<file path="src/core/rpc_pkg.sv">
// Shared constants and types of the supply, reset and oscillator trim control block
package rpc_pkg;

  // ----------------------------------------------------------------
  // Clocks and time base
  // ----------------------------------------------------------------
  localparam int REF_CLK_HZ   = 40_000_000;
  localparam int DIV_W        = 15;                      // 32768 oscillator edges make one second
  localparam int TREC_MS      = 250;                     // Power recovery delay, plain default
  localparam int TREC_CYCLES  = TREC_MS * (REF_CLK_HZ / 1000);
  localparam int REC_CNT_W    = 24;

  // ----------------------------------------------------------------
  // Square wave taps on the oscillator divider
  // ----------------------------------------------------------------
  localparam int TAP_1HZ      = 14;
  localparam int TAP_1K       = 4;
  localparam int TAP_4K       = 2;
  localparam int TAP_8K       = 1;

  // ----------------------------------------------------------------
  // Temperature conversion intervals in seconds
  // ----------------------------------------------------------------
  localparam int SEC_W        = 10;
  localparam logic [SEC_W-1:0] CONV_64S  = 10'h040;
  localparam logic [SEC_W-1:0] CONV_128S = 10'h080;
  localparam logic [SEC_W-1:0] CONV_256S = 10'h100;
  localparam logic [SEC_W-1:0] CONV_512S = 10'h200;

  // ----------------------------------------------------------------
  // Widths and serial port layout
  // ----------------------------------------------------------------
  localparam int TEMP_W       = 10;
  localparam int CAP_W        = 8;
  localparam int AGE_W        = 8;
  localparam int ADDR_W       = 7;
  localparam int WR_FLAG_BIT  = 7;
  localparam logic [2:0] LAST_BIT = 3'h7;
  localparam int SYNC_W       = 7;
  localparam logic [SYNC_W-1:0] SYNC_RST = 7'h03;       // Chip select and serial clock idle high

  typedef enum logic [1:0] {CMP_IDLE, CMP_WAIT, CMP_LOOK, CMP_LOAD} rpc_cmp_state_t;
  typedef enum logic [1:0] {SPI_IDLE, SPI_ADDR, SPI_WRITE, SPI_READ} rpc_spi_state_t;

endpackage

</file>
<file path="src/core/rpc_power_tcxo_ctrl.sv">
// Supply gating, power-fail reset, oscillator trim sequencing and serial port front end
`timescale 1ns/1ps
module rpc_power_tcxo_ctrl #(
  parameter int REC_CYCLES = rpc_pkg::TREC_CYCLES
) (
  input  wire logic                       i_ref_clk,
  input  wire logic                       i_rst,
  input  wire logic                       i_osc_clk,
  input  wire logic                       i_vcc_above_pf,
  input  wire logic                       i_vcc_above_bat,
  input  wire logic                       i_pf_below_bat,
  input  wire logic                       i_cs_n,
  input  wire logic                       i_sclk,
  input  wire logic                       i_din,
  input  wire logic [7:0]                 i_rd_data,
  input  wire logic                       i_osc_stop_on_battery,
  input  wire logic                       i_clk_out_enable,
  input  wire logic                       i_clk_out_on_battery,
  input  wire logic                       i_irq_or_wave_select,
  input  wire logic                       i_wave_rate_select_hi,
  input  wire logic                       i_wave_rate_select_lo,
  input  wire logic                       i_conv_rate_select_hi,
  input  wire logic                       i_conv_rate_select_lo,
  input  wire logic                       i_alarm_irq,
  input  wire logic [rpc_pkg::AGE_W-1:0]  i_aging_trim_offset,
  input  wire logic [rpc_pkg::TEMP_W-1:0] i_temp,
  input  wire logic                       i_temp_valid,
  input  wire logic [rpc_pkg::CAP_W-1:0]  i_lut_code,
  output logic                            o_dout,
  output logic                            o_dout_oe,
  output logic [rpc_pkg::ADDR_W-1:0]      o_addr,
  output logic                            o_rd_strobe,
  output logic [rpc_pkg::ADDR_W-1:0]      o_wr_addr,
  output logic [7:0]                      o_wr_data,
  output logic                            o_wr_strobe,
  output logic                            o_sclk_pol,
  output logic                            o_access_ok,
  output logic                            o_on_battery,
  output logic                            o_rst_out,
  output logic                            o_rst_oe,
  output logic                            o_osc_run,
  output logic                            o_clk_out,
  output logic                            o_irq_wave_out,
  output logic                            o_irq_wave_oe,
  output logic                            o_temp_start,
  output logic [rpc_pkg::TEMP_W-1:0]      o_lut_addr,
  output logic [rpc_pkg::CAP_W-1:0]       o_cap_sel,
  output logic                            o_cap_load
);
  localparam logic [rpc_pkg::REC_CNT_W-1:0] REC_LAST = rpc_pkg::REC_CNT_W'(REC_CYCLES - 1);

  logic [rpc_pkg::SYNC_W-1:0] sync_q;
  logic cs_n_s, sclk_s, din_s, osc_s, pf_s, bat_s, pf_lt_bat_s;

  // ----------------------------------------------------------------
  // Synchronisers
  // ----------------------------------------------------------------
  rpc_sync #(
    .WIDTH   (rpc_pkg::SYNC_W),
    .RST_VAL (rpc_pkg::SYNC_RST)
  ) u_sync (
    .i_ref_clk (i_ref_clk),
    .i_rst     (i_rst),
    .i_async   ({i_pf_below_bat, i_vcc_above_bat, i_vcc_above_pf, i_osc_clk, i_din, i_sclk, i_cs_n}),
    .o_sync    (sync_q)
  );
  assign {pf_lt_bat_s, bat_s, pf_s, osc_s, din_s, sclk_s, cs_n_s} = sync_q;

  // ----------------------------------------------------------------
  // Power control and reset
  // ----------------------------------------------------------------
  logic                          hold_ff, nxt_hold;
  logic [rpc_pkg::REC_CNT_W-1:0] rec_ff, nxt_rec;
  logic                          blocked_ff, nxt_blocked;
  logic                          batt_ff, nxt_batt;
  logic                          armed_ff, nxt_armed;
  logic                          pf_d_ff;
  logic                          run_ff, nxt_run;

  always_comb begin
    nxt_hold    = hold_ff;
    nxt_rec     = '0;
    nxt_armed   = armed_ff | pf_s;
    nxt_batt    = pf_lt_bat_s ? !pf_s : !bat_s;
    nxt_blocked = blocked_ff;
    if (!pf_s) begin
      nxt_hold = 1'b1;
    end else if (hold_ff) begin
      // First power-up has no running oscillator to time the delay
      if (!armed_ff || i_osc_stop_on_battery) begin
        nxt_hold = 1'b0;
      end else if (rec_ff == REC_LAST) begin
        nxt_hold = 1'b0;
      end else begin
        nxt_rec = rec_ff + 1'b1;
      end
    end
    if (!pf_s && !bat_s) begin
      nxt_blocked = 1'b1;
    end else if (pf_s && bat_s && !hold_ff) begin
      nxt_blocked = 1'b0;
    end
    nxt_run = nxt_armed && !(nxt_batt && i_osc_stop_on_battery);
  end

  always_ff @(posedge i_ref_clk) begin
    if (i_rst) begin
      hold_ff    <= 1'b1;
      rec_ff     <= '0;
      blocked_ff <= 1'b1;
      batt_ff    <= 1'b0;
      armed_ff   <= 1'b0;
      pf_d_ff    <= 1'b0;
      run_ff     <= 1'b0;
    end else begin
      hold_ff    <= nxt_hold;
      rec_ff     <= nxt_rec;
      blocked_ff <= nxt_blocked;
      batt_ff    <= nxt_batt;
      armed_ff   <= nxt_armed;
      pf_d_ff    <= pf_s;
      run_ff     <= nxt_run;
    end
  end

  // ----------------------------------------------------------------
  // Oscillator divider, clock output and shared pin
  // ----------------------------------------------------------------
  logic                     osc_d_ff;
  logic [rpc_pkg::DIV_W-1:0] div_ff, nxt_div;
  logic                     sec_tick;
  logic                     clk_ff, nxt_clk;
  logic                     irq_oe_ff, nxt_irq_oe;
  logic                     wave;

  assign sec_tick = run_ff && osc_s && !osc_d_ff && (div_ff == '1);

  always_comb begin
    nxt_div = div_ff;
    if (run_ff && osc_s && !osc_d_ff) begin
      nxt_div = div_ff + 1'b1;
    end
    case ({i_wave_rate_select_hi, i_wave_rate_select_lo})
      2'h1:    wave = div_ff[rpc_pkg::TAP_1K];
      2'h2:    wave = div_ff[rpc_pkg::TAP_4K];
      2'h3:    wave = div_ff[rpc_pkg::TAP_8K];
      default: wave = div_ff[rpc_pkg::TAP_1HZ];
    endcase
    nxt_clk = run_ff && osc_s && i_clk_out_enable && i_clk_out_on_battery;
    if (i_irq_or_wave_select) begin
      nxt_irq_oe = i_alarm_irq;
    end else begin
      nxt_irq_oe = run_ff && !wave;
    end
  end

  always_ff @(posedge i_ref_clk) begin
    if (i_rst) begin
      osc_d_ff  <= 1'b0;
      div_ff    <= '0;
      clk_ff    <= 1'b0;
      irq_oe_ff <= 1'b0;
    end else begin
      osc_d_ff  <= osc_s;
      div_ff    <= nxt_div;
      clk_ff    <= nxt_clk;
      irq_oe_ff <= nxt_irq_oe;
    end
  end

  // ----------------------------------------------------------------
  // Temperature compensation
  // ----------------------------------------------------------------
  rpc_tcxo_comp u_comp (
    .i_ref_clk           (i_ref_clk),
    .i_rst               (i_rst),
    .i_start             (pf_s && !pf_d_ff),
    .i_sec_tick          (sec_tick),
    .i_conv_rate         ({i_conv_rate_select_hi, i_conv_rate_select_lo}),
    .i_aging_trim_offset (i_aging_trim_offset),
    .i_temp              (i_temp),
    .i_temp_valid        (i_temp_valid),
    .i_lut_code          (i_lut_code),
    .o_temp_start        (o_temp_start),
    .o_lut_addr          (o_lut_addr),
    .o_cap_sel           (o_cap_sel),
    .o_cap_load          (o_cap_load)
  );

  // ----------------------------------------------------------------
  // Serial port
  // ----------------------------------------------------------------
  rpc_pkg::rpc_spi_state_t   spi_ff, nxt_spi;
  logic                      cs_d_ff, sclk_d_ff;
  logic                      pol_ff, nxt_pol;
  logic [2:0]                bit_ff, nxt_bit;
  logic [7:0]                rx_ff, nxt_rx;
  logic [7:0]                tx_ff, nxt_tx;
  logic [rpc_pkg::ADDR_W-1:0] addr_ff, nxt_addr;
  logic [rpc_pkg::ADDR_W-1:0] wa_ff, nxt_wa;
  logic [7:0]                wd_ff, nxt_wd;
  logic                      ws_ff, nxt_ws;
  logic                      rs_ff, nxt_rs;
  logic                      dout_ff, nxt_dout;
  logic                      oe_ff, nxt_oe;
  logic                      samp, launch;
  logic [7:0]                byte_in;

  // Sampling edge returns the clock to its idle level (modes 1 and 3)
  assign samp    = (spi_ff != rpc_pkg::SPI_IDLE) && (sclk_d_ff != pol_ff) && (sclk_s == pol_ff);
  assign launch  = (spi_ff != rpc_pkg::SPI_IDLE) && (sclk_d_ff == pol_ff) && (sclk_s != pol_ff);
  assign byte_in = {rx_ff[6:0], din_s};

  always_comb begin
    nxt_spi  = spi_ff;
    nxt_pol  = pol_ff;
    nxt_bit  = bit_ff;
    nxt_rx   = rx_ff;
    nxt_tx   = tx_ff;
    nxt_addr = addr_ff;
    nxt_wa   = wa_ff;
    nxt_wd   = wd_ff;
    nxt_ws   = 1'b0;
    nxt_rs   = 1'b0;
    nxt_dout = dout_ff;
    if (cs_n_s) begin
      nxt_spi = rpc_pkg::SPI_IDLE;
    end else if (spi_ff == rpc_pkg::SPI_IDLE) begin
      if (cs_d_ff) begin
        nxt_pol = sclk_s;
        nxt_bit = '0;
        nxt_spi = rpc_pkg::SPI_ADDR;
      end
    end else begin
      if (samp) begin
        nxt_rx  = byte_in;
        nxt_bit = bit_ff + 3'h1;
        if (bit_ff == rpc_pkg::LAST_BIT) begin
          case (spi_ff)
            rpc_pkg::SPI_ADDR: begin
              nxt_addr = byte_in[rpc_pkg::ADDR_W-1:0];
              nxt_spi  = byte_in[rpc_pkg::WR_FLAG_BIT] ? rpc_pkg::SPI_WRITE : rpc_pkg::SPI_READ;
            end
            rpc_pkg::SPI_WRITE: begin
              nxt_wa   = addr_ff;
              nxt_wd   = byte_in;
              nxt_ws   = !blocked_ff;
              nxt_addr = addr_ff + 1'b1;
            end
            rpc_pkg::SPI_READ: nxt_addr = addr_ff + 1'b1;
            default:           nxt_spi = rpc_pkg::SPI_IDLE;
          endcase
        end
      end
      if (launch && spi_ff == rpc_pkg::SPI_READ) begin
        if (bit_ff == 3'h0) begin
          nxt_tx   = {i_rd_data[6:0], 1'b0};
          nxt_dout = i_rd_data[7];
          nxt_rs   = !blocked_ff;
        end else begin
          nxt_tx   = {tx_ff[6:0], 1'b0};
          nxt_dout = tx_ff[7];
        end
      end
    end
    nxt_oe = (nxt_spi == rpc_pkg::SPI_READ) && !blocked_ff;
  end

  always_ff @(posedge i_ref_clk) begin
    if (i_rst) begin
      spi_ff    <= rpc_pkg::SPI_IDLE;
      cs_d_ff   <= 1'b1;
      sclk_d_ff <= 1'b1;
      pol_ff    <= 1'b0;
      bit_ff    <= '0;
      rx_ff     <= '0;
      tx_ff     <= '0;
      addr_ff   <= '0;
      wa_ff     <= '0;
      wd_ff     <= '0;
      ws_ff     <= 1'b0;
      rs_ff     <= 1'b0;
      dout_ff   <= 1'b0;
      oe_ff     <= 1'b0;
    end else begin
      spi_ff    <= nxt_spi;
      cs_d_ff   <= cs_n_s;
      sclk_d_ff <= sclk_s;
      pol_ff    <= nxt_pol;
      bit_ff    <= nxt_bit;
      rx_ff     <= nxt_rx;
      tx_ff     <= nxt_tx;
      addr_ff   <= nxt_addr;
      wa_ff     <= nxt_wa;
      wd_ff     <= nxt_wd;
      ws_ff     <= nxt_ws;
      rs_ff     <= nxt_rs;
      dout_ff   <= nxt_dout;
      oe_ff     <= nxt_oe;
    end
  end

  // ----------------------------------------------------------------
  // Outputs
  // ----------------------------------------------------------------
  assign o_dout         = dout_ff;
  assign o_dout_oe      = oe_ff;
  assign o_addr         = addr_ff;
  assign o_rd_strobe    = rs_ff;
  assign o_wr_addr      = wa_ff;
  assign o_wr_data      = wd_ff;
  assign o_wr_strobe    = ws_ff;
  assign o_sclk_pol     = pol_ff;
  assign o_access_ok    = !blocked_ff;
  assign o_on_battery   = batt_ff;
  assign o_rst_out      = 1'b0;                                                // Open drain: only ever pulls low
  assign o_rst_oe       = hold_ff;
  assign o_osc_run      = run_ff;
  assign o_clk_out      = clk_ff;
  assign o_irq_wave_out = 1'b0;
  assign o_irq_wave_oe  = irq_oe_ff;
endmodule

</file>
<file path="src/core/rpc_sync.sv">
// Two flip-flop synchroniser for levels coming from outside the reference clock domain
`timescale 1ns/1ps
module rpc_sync #(
  parameter int              WIDTH   = 1,
  parameter logic [WIDTH-1:0] RST_VAL = '0
) (
  input  wire logic             i_ref_clk,
  input  wire logic             i_rst,
  input  wire logic [WIDTH-1:0] i_async,
  output logic      [WIDTH-1:0] o_sync
);
  logic [WIDTH-1:0] meta_ff;
  logic [WIDTH-1:0] sync_ff;

  always_ff @(posedge i_ref_clk) begin
    if (i_rst) begin
      meta_ff <= RST_VAL;
      sync_ff <= RST_VAL;
    end else begin
      meta_ff <= i_async;
      sync_ff <= meta_ff;
    end
  end

  assign o_sync = sync_ff;
endmodule

</file>
<file path="src/core/rpc_tcxo_comp.sv">
// Temperature compensation sequencer: periodic read, table lookup, aging add, load
`timescale 1ns/1ps
module rpc_tcxo_comp #(
  parameter int TEMP_W = rpc_pkg::TEMP_W,
  parameter int CAP_W  = rpc_pkg::CAP_W,
  parameter int AGE_W  = rpc_pkg::AGE_W
) (
  input  wire logic              i_ref_clk,
  input  wire logic              i_rst,
  input  wire logic              i_start,
  input  wire logic              i_sec_tick,
  input  wire logic [1:0]        i_conv_rate,
  input  wire logic [AGE_W-1:0]  i_aging_trim_offset,
  input  wire logic [TEMP_W-1:0] i_temp,
  input  wire logic              i_temp_valid,
  input  wire logic [CAP_W-1:0]  i_lut_code,
  output logic                   o_temp_start,
  output logic [TEMP_W-1:0]      o_lut_addr,
  output logic [CAP_W-1:0]       o_cap_sel,
  output logic                   o_cap_load
);
  localparam int SUM_W = CAP_W + 2;

  rpc_pkg::rpc_cmp_state_t state_ff, nxt_state;
  logic [rpc_pkg::SEC_W-1:0] sec_ff, nxt_sec;
  logic [rpc_pkg::SEC_W-1:0] interval;
  logic                      pend_ff, nxt_pend;
  logic                      have_ff, nxt_have;
  logic [TEMP_W-1:0]         prev_ff, nxt_prev;
  logic [CAP_W-1:0]          cap_ff, nxt_cap;
  logic                      start_ff, nxt_start;
  logic                      load_ff, nxt_load;
  logic signed [SUM_W-1:0]   sum;

  // ----------------------------------------------------------------
  // Next state
  // ----------------------------------------------------------------
  always_comb begin
    case (i_conv_rate)
      2'h1:    interval = rpc_pkg::CONV_128S;
      2'h2:    interval = rpc_pkg::CONV_256S;
      2'h3:    interval = rpc_pkg::CONV_512S;
      default: interval = rpc_pkg::CONV_64S;
    endcase
    sum = $signed({2'h0, i_lut_code}) + SUM_W'($signed(i_aging_trim_offset));
    nxt_state = state_ff;
    nxt_sec   = sec_ff;
    nxt_pend  = pend_ff | i_start;
    nxt_have  = have_ff;
    nxt_prev  = prev_ff;
    nxt_cap   = cap_ff;
    nxt_start = 1'b0;
    nxt_load  = 1'b0;
    if (i_sec_tick) begin
      if (sec_ff >= interval - 10'h001) begin
        nxt_sec  = '0;
        nxt_pend = 1'b1;
      end else begin
        nxt_sec = sec_ff + 10'h001;
      end
    end
    case (state_ff)
      rpc_pkg::CMP_IDLE: begin
        if (pend_ff) begin
          // Set wins: an interval that falls due in this cycle stays pending
          nxt_pend  = i_start | (i_sec_tick && sec_ff >= interval - 10'h001);
          nxt_start = 1'b1;
          nxt_state = rpc_pkg::CMP_WAIT;
        end
      end
      rpc_pkg::CMP_WAIT: begin
        if (i_temp_valid) begin
          // Aging changes wait for a temperature change by design
          if (!have_ff || i_temp != prev_ff) begin
            nxt_have  = 1'b1;
            nxt_prev  = i_temp;
            nxt_state = rpc_pkg::CMP_LOOK;
          end else begin
            nxt_state = rpc_pkg::CMP_IDLE;
          end
        end
      end
      rpc_pkg::CMP_LOOK: nxt_state = rpc_pkg::CMP_LOAD;                        // Table answers one cycle later
      rpc_pkg::CMP_LOAD: begin
        if (sum < 0) begin
          nxt_cap = '0;
        end else if (sum > $signed({2'h0, {CAP_W{1'b1}}})) begin
          nxt_cap = '1;
        end else begin
          nxt_cap = sum[CAP_W-1:0];
        end
        nxt_load  = 1'b1;
        nxt_state = rpc_pkg::CMP_IDLE;
      end
      default: nxt_state = rpc_pkg::CMP_IDLE;
    endcase
  end

  always_ff @(posedge i_ref_clk) begin
    if (i_rst) begin
      state_ff <= rpc_pkg::CMP_IDLE;
      sec_ff   <= '0;
      pend_ff  <= 1'b0;
      have_ff  <= 1'b0;
      prev_ff  <= '0;
      cap_ff   <= '0;
      start_ff <= 1'b0;
      load_ff  <= 1'b0;
    end else begin
      state_ff <= nxt_state;
      sec_ff   <= nxt_sec;
      pend_ff  <= nxt_pend;
      have_ff  <= nxt_have;
      prev_ff  <= nxt_prev;
      cap_ff   <= nxt_cap;
      start_ff <= nxt_start;
      load_ff  <= nxt_load;
    end
  end

  assign o_temp_start = start_ff;
  assign o_lut_addr   = prev_ff;
  assign o_cap_sel    = cap_ff;
  assign o_cap_load   = load_ff;
endmodule

</file>
<file path="config.mk">
export PLATFORM = sky130hd
export DESIGN_NAME = rpc_power_tcxo_ctrl
export DESIGN_NICKNAME = d
export VERILOG_FILES = /design/src/core/rpc_pkg.sv /design/src/core/rpc_power_tcxo_ctrl.sv /design/src/core/rpc_sync.sv /design/src/core/rpc_tcxo_comp.sv
export SDC_FILE = /design/constraint.sdc
export NUM_CORES = 1
export LEC_CHECK = 0
export CORE_ASPECT_RATIO = 1.1
export CORE_UTILIZATION = 40
export CTS_CLUSTER_SIZE = 30
export DETAILED_ROUTE_END_ITERATION = 8
export DONT_BUFFER_PORTS = 1
export PLACE_DENSITY = 0.65
export REMOVE_ABC_BUFFERS = 1
export SLEW_MARGIN = 20
export SYNTH_ARGS = -nofsm -noshare
export SYNTH_HDL_FRONTEND = slang
export SYNTH_SLANG_ARGS = --single-unit
</file>
<file path="constraint.sdc">
create_clock -name i_ref_clk -period 2.45 [get_ports i_ref_clk]
set_input_delay 0.49 -clock i_ref_clk [delete_from_list [all_inputs] [get_ports i_ref_clk]]
set_output_delay 0.49 -clock i_ref_clk [all_outputs]
set_load 0.05 [all_outputs]
</file>
# After elaboration in Yosys (flattened, before gate mapping)
# Cells that the tools add are included.
[classes]
add_sub_neg = 7
n_lt_le_gt_ge = 3
eq_ne = 24
mux = 33
n_bitwise = 13
n_reduce_logical = 52
[op_table]
columns = ["cell", "n"]
rows = [
  ["$pmux W10 S3", 1],
  ["$add A24 B1 Y24 const B", 1],
  ["$eq A24 B24 Y1 const B", 1],
  ["$mux W8", 3],
  ["$logic_and A1 B1 Y1", 19],
  ["$eq A2 B2 Y1 const B", 9],
  ["$mux W2", 8],
  ["$add A15 B1 Y15 const B", 1],
  ["$eq A15 B15 Y1 const B", 1],
  ["$reduce_and A3 Y1", 5],
  ["$pmux W7 S2", 1],
  ["$mux W1", 13],
  ["$add A10 B1 Y10 const B", 1],
  ["$add A9 B8 Y10", 1],
  ["$ge A10 B10 Y1", 1],
  ["$gt A10 B9 Y1 const B", 1],
  ["$logic_not A1 Y1", 10],
  ["$lt A10 B1 Y1 const B", 1],
  ["$mux W10", 1],
  ["$ne A10 B10 Y1", 1],
  ["$not A1 Y1", 10],
  ["$reduce_and A5 Y1", 2],
  ["$reduce_or A5 Y1", 2],
  ["$sub A10 B1 Y10 const B", 1],
  ["20 further kinds", 37],
]
[word_totals]
register_bits = 145
input_bits = 53
output_inout_bits = 55
wordCells = 167

# Logic depth before layout (Yosys ltp)
# Gate-level depths: netlist of the first run.
[logic_depth]
ltp_word = 9
ltp_mapped = 9
mapped_depth_nobuf = 9

# Hierarchy
# A second synthesis of the first run with hierarchy kept.
[hier_totals]
hier_cells = 705
hier_area_um2 = 6488.7
[by_module_without_submodules]
columns = ["module", "n_inst", "cells_each", "area_per_inst_um2", "seq_area_each_um2"]
rows = [
  ["rpc_power_tcxo_ctrl", 1, 458, 4160.2, 1921.8],
  ["rpc_tcxo_comp", 1, 218, 1944.4, 680.7],
  ["rpc_sync", 1, 29, 384.1, 280.3],
]

# Least setup slack after synthesis of the first run
# No wires, ideal clock.
[synth_path]
path_type = "input -> register"
start = "in i_aging_trim_offset[6] in the netlist's numbering"
end = "reg u_comp.cap_ff[6], in the netlist u_comp.o_cap_sel[6]"
setup_time_ns = 0.086
arrival_time_ns = 2.374
t_required_ns = 2.364
slack_ns = -0.010
stages = 7
path_buffers = 0
cell_sequence = "ha_1 a21o_1 a221oi_2 o21ai_2 or4_4 o22a_4 a221oi_2"
[synth_via]
elab_chain_cells = 4
word_cells_on_any_way = 5
classes_between = "add/sub: 1; order compare: 2; mux: 2"
[synth_lines]
columns = ["item", "line_no", "source"]
rows = [
  ["from (decl)", "rpc_power_tcxo_ctrl.sv:25", "input wire logic [rpc_pkg::AGE_W-1:0] i_aging_trim_offset,"],
  ["$add A9 B8 Y10 *", "rpc_tcxo_comp.sv:45", "sum = $signed({2'h0, i_lut_code}) + SUM_W'($signed(i_aging_trim_offset));"],
  ["$gt A10 B9 Y1", "rpc_tcxo_comp.sv:87", "end else if (sum > $signed({2'h0, {CAP_W{1'b1}}})) begin"],
  ["$mux W8", "rpc_tcxo_comp.sv:87", ""],
  ["$mux W8 *", "rpc_tcxo_comp.sv:85", "if (sum < 0) begin"],
  ["to (signal assigned)", "rpc_tcxo_comp.sv:115", "cap_ff <= nxt_cap;"],
  ["to (decl)", "rpc_tcxo_comp.sv:30", "logic [CAP_W-1:0] cap_ff, nxt_cap;"],
]
# Mark *: on every way between the ends. The rest lies on a longest branch, timed or not.
# A chain may end at the register's enable or synchronous reset.

# Worst setup path after layout of the first run
[layout_path]
start = "reg div_ff[1] in the netlist's numbering"
end = "reg u_comp.sec_ff[0] in the netlist's numbering"
[layout_via]
elab_chain_cells = 2
[layout_lines]
columns = ["item", "line_no", "source"]
rows = [
  ["from (decl)", "rpc_power_tcxo_ctrl.sv:130", "logic [rpc_pkg::DIV_W-1:0] div_ff, nxt_div;"],
  ["from (signal assigned)", "rpc_power_tcxo_ctrl.sv:165", "div_ff <= nxt_div;"],
  ["$eq A15 B15 Y1", "rpc_power_tcxo_ctrl.sv:136", "assign sec_tick = run_ff && osc_s && !osc_d_ff && (div_ff == '1);"],
  ["$logic_and A1 B1 Y1", "rpc_power_tcxo_ctrl.sv:136", ""],
  ["to (signal assigned)", "rpc_tcxo_comp.sv:111", "sec_ff <= nxt_sec;"],
  ["to (decl)", "rpc_tcxo_comp.sv:25", "logic [rpc_pkg::SEC_W-1:0] sec_ff, nxt_sec;"],
]
# No other way between the ends.

==> out/metrics.yaml, run 1 <==
status: "complete, no violations"
p_sw_mw: 1.15
synth-xor-area-share: 0.0757
p_total_mw: 5.26
p_clk_frac: 0.495
p_sw_frac: 0.219
core_region_area_um2: 15300
yosys.area_share.adder: 0.0405
grt_max_degree: 110
worst-path-max-fanout: 8
grt_pass1_wl_um: 21200
wirelength_um: 12700
cp.arrival_ps: 2620
die_area_um2: 16400
avgSynthCellArea_um2: 9.19
via_per_inst: 5.18
criticalPathCategory: "flop to flop"
grt_overflow: 0
muxShareOfSynthArea: 0.0728
layout_commonest_cell: "dfxtp_1"
cts-root-buf: "clkbuf_16"
mostFrequentLayoutCells: "144 x dfxtp_1, 132 x nor2_1, 47 x nand2_1"
die_w_um: 122
portBuffers: 0
cpPeakStageDelay_ps: 420
layout-drive-gt1-share: 0.120
syn_area_um2: 6360
utilization: 0.479
finalSetupViolCount: 0
clkSlewWorstSetupHoldPaths_ps: 60
cap_violations: 0
rsz0062_at_grt: "false"
cts.sinks: 144
synth_top_family_by_area: "simple AND/OR/NAND/NOR gates"
cp.required_ps: 2800
vdd_drop_max_mv: 0.479
synth-simple-area-share: 0.223
skew_ps: 8.15
ys_warn_count: 0
worstMarginPinSlew_ps: 663
first_global_vias: 4721
cts_resized: 0
drtIter0Drc: 225
hold_buffers: 0
end_kind: "flop"
drt-wirelength-per-cell_um: 13.7
finalCritPeriodShare: 0.928
fmax_ghz: 0.440
hold_slack_ps: 141
dr_total_vias: 4784
min_path_type: "primary input to flop"
setup_tns_ps: 0
antenna_found_initial: 1
synth_top_flop_cell: "dfxtp_1"
cts_setup_buffers: 0
start_util: 0.416
p_seq_frac: 0.457
grt_usage: 0.162
worst_setup_path_start_kind: "flop"
dp_hpwl_um: 9170
htree_levels: 4
finish.net_count: 787
comb_power_share: 0.049
clk_latency_ps: 420
cts_buffer_depth: 2
drtAntennaViolNets: 0
drc: 0
slowest_stage: "or3_1"
crit_top_cell: "or3_1"
area_growth_syn_to_layout_pct: 15.1
first_pass_iters: 6
synth.distinct_cells: 61
slew_violations: 0
final_hold_viol_count: 0
synth-compound-area-share: 0.101
crit_buf_inv: 0
rows: 47
synth_seq_area_share: 0.453
synthArstFlopShare: 0
gp_congestion: 0.883
p_leak_nw: 2.70
die_h_um: 134
period_needed_ps: 2270
crit_family: "simple AND/OR/NAND/NOR gates"
numCtsBuffers: 17
cts_tree: "yes"
power_per_cell_area_nw_per_um2: 719
path_cells: "ha_1, and4b_1, nand4_2, or3_1, or2_1, or3_1, a21oi_1"
slew_headroom: 0.557
internal_power_mw: 4.11
synth_edf_count: 0
ys_ff_latch: 144
io_pins: 108
syn_inst: 692
==> power groups by stage <==
| stage | clock network, mW | registers [mW] | logic [mW] |
|---|---|---|---|
| after CTS | 2.66 | 2.40 | 0.257 |
| final | 2.60 | 2.40 | 0.255 |
| after floorplan | 0 | 2.47 | 0.173 |
| after global routing | 2.77 | 2.41 | 0.284 |
| after global placement | 0 | 2.45 | 0.248 |
| after detailed placement | 0 | 2.45 | 0.256 |
==> path summary, 6_finish.rpt <==
path | start | to | slack, ps | cells past startpoint
max | div_ff[1]$_SDFFE_PP0P_ | u_comp.sec_ff[0]$_SDFFE_PP0P_ | 180 | 7
min | i_osc_stop_on_battery | rec_ff[6]$_SDFF_PP0_ | 140 | 1
max reg2reg | div_ff[1]$_SDFFE_PP0P_ | u_comp.sec_ff[0]$_SDFFE_PP0P_ | 180 | 7
min reg2reg | u_sync.meta_ff[1]$_SDFF_PP1_ | u_sync.o_sync[1]$_SDFF_PP1_ | 410 | 1
==> metal layers <==
layer,routed length (um),GRT usage,up-vias,share of wire
li1,-,-,2417,-
met1,5450,0.182,2261,0.43
met2,6330,0.272,79,0.50
met3,507,0.0485,27,0.040
met4,382,0.0874,0,0.030
met5,0,0,-,0
==> state kept, by name (all words and copies together), names as in the netlist, 8 cells and up, named ones only <==
register,cells
rec_ff,24
div_ff,15
u_comp.o_lut_addr,10
u_comp.sec_ff,10
o_wr_data,8
u_comp.o_cap_sel,8
==> cells by family after synthesis <==
| family | count (synthesis) |
|---|---|
| buffers and inverters | 49 |
| muxes | 45 |
| other | 1 |
| xor gates and xnor gates | 55 |
| and+or+nand+nor | 293 |
| adders and majority gates | 20 |
| DFF | 144 |
| AOI/OAI and AO/OA | 85 |
==> layout make-up <==
class / instances / area (um2)
timing repair buffer: 32 / 240
inverter: 19 / 71.3
antenna: 1 / 2.50
sequential: 144 / 2880
fill: 1420 / 7970
clock inverter: 13 / 164
clock buffer: 18 / 439
tap: 196 / 245
multi-input combinational: 500 / 3270
==> stage by stage <==
stage	setup slack, ps	cell area, um2	instances
floorplan	-36.7	6230	663
global placement	0.959	6710	891
detailed placement	-50.8	6710	891
CTS	171	7320	922
global route	54.6	7320	923
finish	178	7320	923
==> cell usage after synthesis (all sizes together) (3+ instances only) <==
| cell type | n | area (um2) |
|---|---|---|
| dfxtp | 144 | 2880 |
| nor2 | 133 | 516 |
| nand2 | 48 | 188 |
| mux2i | 44 | 440 |
| xnor2 | 33 | 289 |
| a21oi | 23 | 115 |
| clkbuf | 22 | 82.6 |
| xor2 | 22 | 193 |
| ha | 19 | 238 |
| inv | 19 | 71.3 |
| nor2b | 18 | 113 |
| nand4 | 17 | 113 |
| nand3 | 16 | 80.1 |
| o21ai | 14 | 73.8 |
| a211oi | 10 | 75.1 |
| nor3 | 9 | 45.0 |
| a221oi | 8 | 120 |
| buf | 8 | 53.8 |
| or2 | 8 | 50.1 |
| and3 | 7 | 43.8 |
| a22oi | 6 | 45.0 |
| nor4 | 6 | 37.5 |
| or3 | 6 | 37.5 |
| a31oi | 5 | 31.3 |
| nand2b | 5 | 31.3 |
| a21o | 3 | 22.5 |
| and2 | 3 | 18.8 |
| and4 | 3 | 26.3 |
| nor3b | 3 | 22.5 |
| nor4b | 3 | 26.3 |
| o31ai | 3 | 22.5 |
No activity file was read; power rests on OpenSTA's default activity.
==> run 2, diff against run 1 <==
--- a/config.mk
+++ b/config.mk
@@ -10,6 +10,7 @@
 export CTS_CLUSTER_SIZE = 30
 export DETAILED_ROUTE_END_ITERATION = 8
 export DONT_BUFFER_PORTS = 1
+export MAX_ROUTING_LAYER = met4
 export PLACE_DENSITY = 0.65
 export REMOVE_ABC_BUFFERS = 1
 export SLEW_MARGIN = 20
==> out/metrics.yaml, run 2 (synthesized netlist as in run 1, its figures left out) <==
cp.arrival_ps: 2610  # about the same
comb_power_share: 0.049  # about the same
skew_ps: 8.25  # +0.0955 ps
clk_latency_ps: 420  # about the same
cp.required_ps: 2790  # about the same
cts_tree: "yes"
internal_power_mw: 4.11  # about the same
slew_headroom: 0.560  # +0.00305
die_h_um: 134  # unchanged
p_sw_frac: 0.219  # -0.000754
utilization: 0.479  # unchanged
rows: 47  # unchanged
fmax_ghz: 0.440  # about the same
rr_startpoint: "div_ff[1]$_SDFFE_PP0P_"
p_leak_nw: 2.70  # unchanged
worst-path-max-fanout: 8  # unchanged
die_area_um2: 16400  # unchanged
worst_setup_path_start_kind: "flop"
p_clk_frac: 0.494  # about the same
rsz0062_at_grt: "false"
top_register: "rec_ff"
crit_path_end: "u_comp.sec_ff[0]$_SDFFE_PP0P_"
finalSetupViolCount: 0  # unchanged
io_pins: 108  # unchanged
cts.sinks: 144  # unchanged
grt_overflow: 0  # unchanged
via_per_inst: 5.17  # -0.21%
r2r-end: "u_comp.sec_ff[0]$_SDFFE_PP0P_"
portBuffers: 0  # unchanged
core_region_area_um2: 15300  # unchanged
dp_hpwl_um: 9170  # unchanged
drtAntennaViolNets: 0  # unchanged
grt_usage: 0.167  # +0.00471
layout_commonest_cell: "dfxtp_1"
cts_resized: 0  # unchanged
grt_pass1_wl_um: 21300  # +0.13%
hold_buffers: 0  # unchanged
die_w_um: 122  # unchanged
dr_total_vias: 4774  # -0.21%
p_seq_frac: 0.457  # about the same
layout-drive-gt1-share: 0.120  # unchanged
first_pass_iters: 4  # -2
drtIter0Drc: 226  # +0.44%
gp_congestion: 0.898  # +1.7%
min_path_type: "primary input to flop"
vdd_drop_max_mv: 0.473  # -1.1%
end_kind: "flop"
p_sw_mw: 1.15  # -0.43%
largest_reg_flops: 24  # unchanged
final_hold_viol_count: 0  # unchanged
finalCritPeriodShare: 0.927  # about the same
slew_violations: 0  # unchanged
criticalPathCategory: "flop to flop"
top_regs: "rec_ff (24), div_ff (15)"
start_util: 0.416  # unchanged
antenna_found_initial: 1  # unchanged
wirelength_um: 12700  # -0.11%
grt_max_degree: 110  # unchanged
power_per_cell_area_nw_per_um2: 718  # about the same
p_total_mw: 5.26  # about the same
regToRegSetupSlack_ps: 180  # about the same
cts-root-buf: "clkbuf_16"
reg2reg_depth: 7  # unchanged
numCtsBuffers: 17  # unchanged
worstMarginPinSlew_ps: 658  # -4.57 ps
drc: 0  # unchanged
period_needed_ps: 2270  # -0.955 ps
startpoint: "div_ff[1]$_SDFFE_PP0P_"
cts_setup_buffers: 0  # unchanged
htree_levels: 4  # unchanged
finish.net_count: 787  # unchanged
drt-wirelength-per-cell_um: 13.7  # -0.11%
first_global_vias: 4711  # -0.21%
cap_violations: 0  # unchanged
area_growth_syn_to_layout_pct: 15.1  # unchanged
status: "complete, no violations"
mostFrequentLayoutCells: "144 x dfxtp_1, 132 x nor2_1, 47 x nand2_1"
clkSlewWorstSetupHoldPaths_ps: 60  # about the same
cts_buffer_depth: 2  # unchanged
run 2: worst max-delay path: stages, from the launching register on:
cell and delay (ps):
dfxtp_1 380, ha_1 170, and4b_1 270, nand4_2 220
or3_1 420, or2_1 270, or3_1 310, a21oi_1 140
run 2: stage by stage:
| step | TNS [ps] | instance area (um2) | setup slack (ps) | instances | hold slack (ps) |
|---|---|---|---|---|---|
| detailed placement | -188 | 6710 | -50.8 | 891 | 403 |
| global placement | 0 | 6710 | 0.959 | 891 | 394 |
| global route | 0 | 7320 | 54.4 | 923 | 124 |
| CTS | 0 | 7320 | 171 | 922 | 125 |
| floorplan | -303 | 6230 | -36.7 | 663 | 389 |
| finish | 0 | 7320 | 179 | 923 | 145 |
run 2: power groups by stage:
| stage | logic, mW | registers [mW] | clock network, mW |
|---|---|---|---|
| 4_1_cts | 0.257 | 2.40 | 2.66 |
| 5_1_grt | 0.284 | 2.41 | 2.77 |
| 3_3_place_gp | 0.248 | 2.45 | 0 |
| 3_5_place_dp | 0.256 | 2.45 | 0 |
| 6_report | 0.255 | 2.40 | 2.60 |
| 2_1_floorplan | 0.173 | 2.47 | 0 |
run 2: area by class of cell:
type,instances,area [um2]
clock inverter,13,164
fill,1420,7970
clock buffer,18,439
inverter,19,71.3
antenna,1,2.50
multi-input combinational,500,3270
timing repair buffer,32,240
sequential,144,2880
tap,196,245
run 2: worst min-delay path by stage:
stage / startpoint / to / slack (ps) / depth (start not counted)
6_report: i_osc_stop_on_battery / rec_ff[6]$_SDFF_PP0_ / 140 / 1
5_1_grt: i_rst / o_dout$_SDFFE_PP0P_ / 120 / 1
4_1_cts: i_osc_stop_on_battery / rec_ff[6]$_SDFF_PP0_ / 120 / 1
3_5_place_dp: u_sync.meta_ff[1]$_SDFF_PP1_ / u_sync.o_sync[1]$_SDFF_PP1_ / 400 / 1
3_3_place_gp: u_sync.meta_ff[0]$_SDFF_PP1_ / u_sync.o_sync[0]$_SDFF_PP1_ / 390 / 1
2_1_floorplan: u_sync.meta_ff[0]$_SDFF_PP1_ / u_sync.o_sync[0]$_SDFF_PP1_ / 390 / 1
run 2: metal layers:
metal  up-vias  share of wire  GRT usage
met3        24          0.036     0.0468
met4         0          0.028     0.0874
met1      2257           0.43      0.183
li1       2420              -          -
met5         -              0          -
met2        73           0.50      0.272
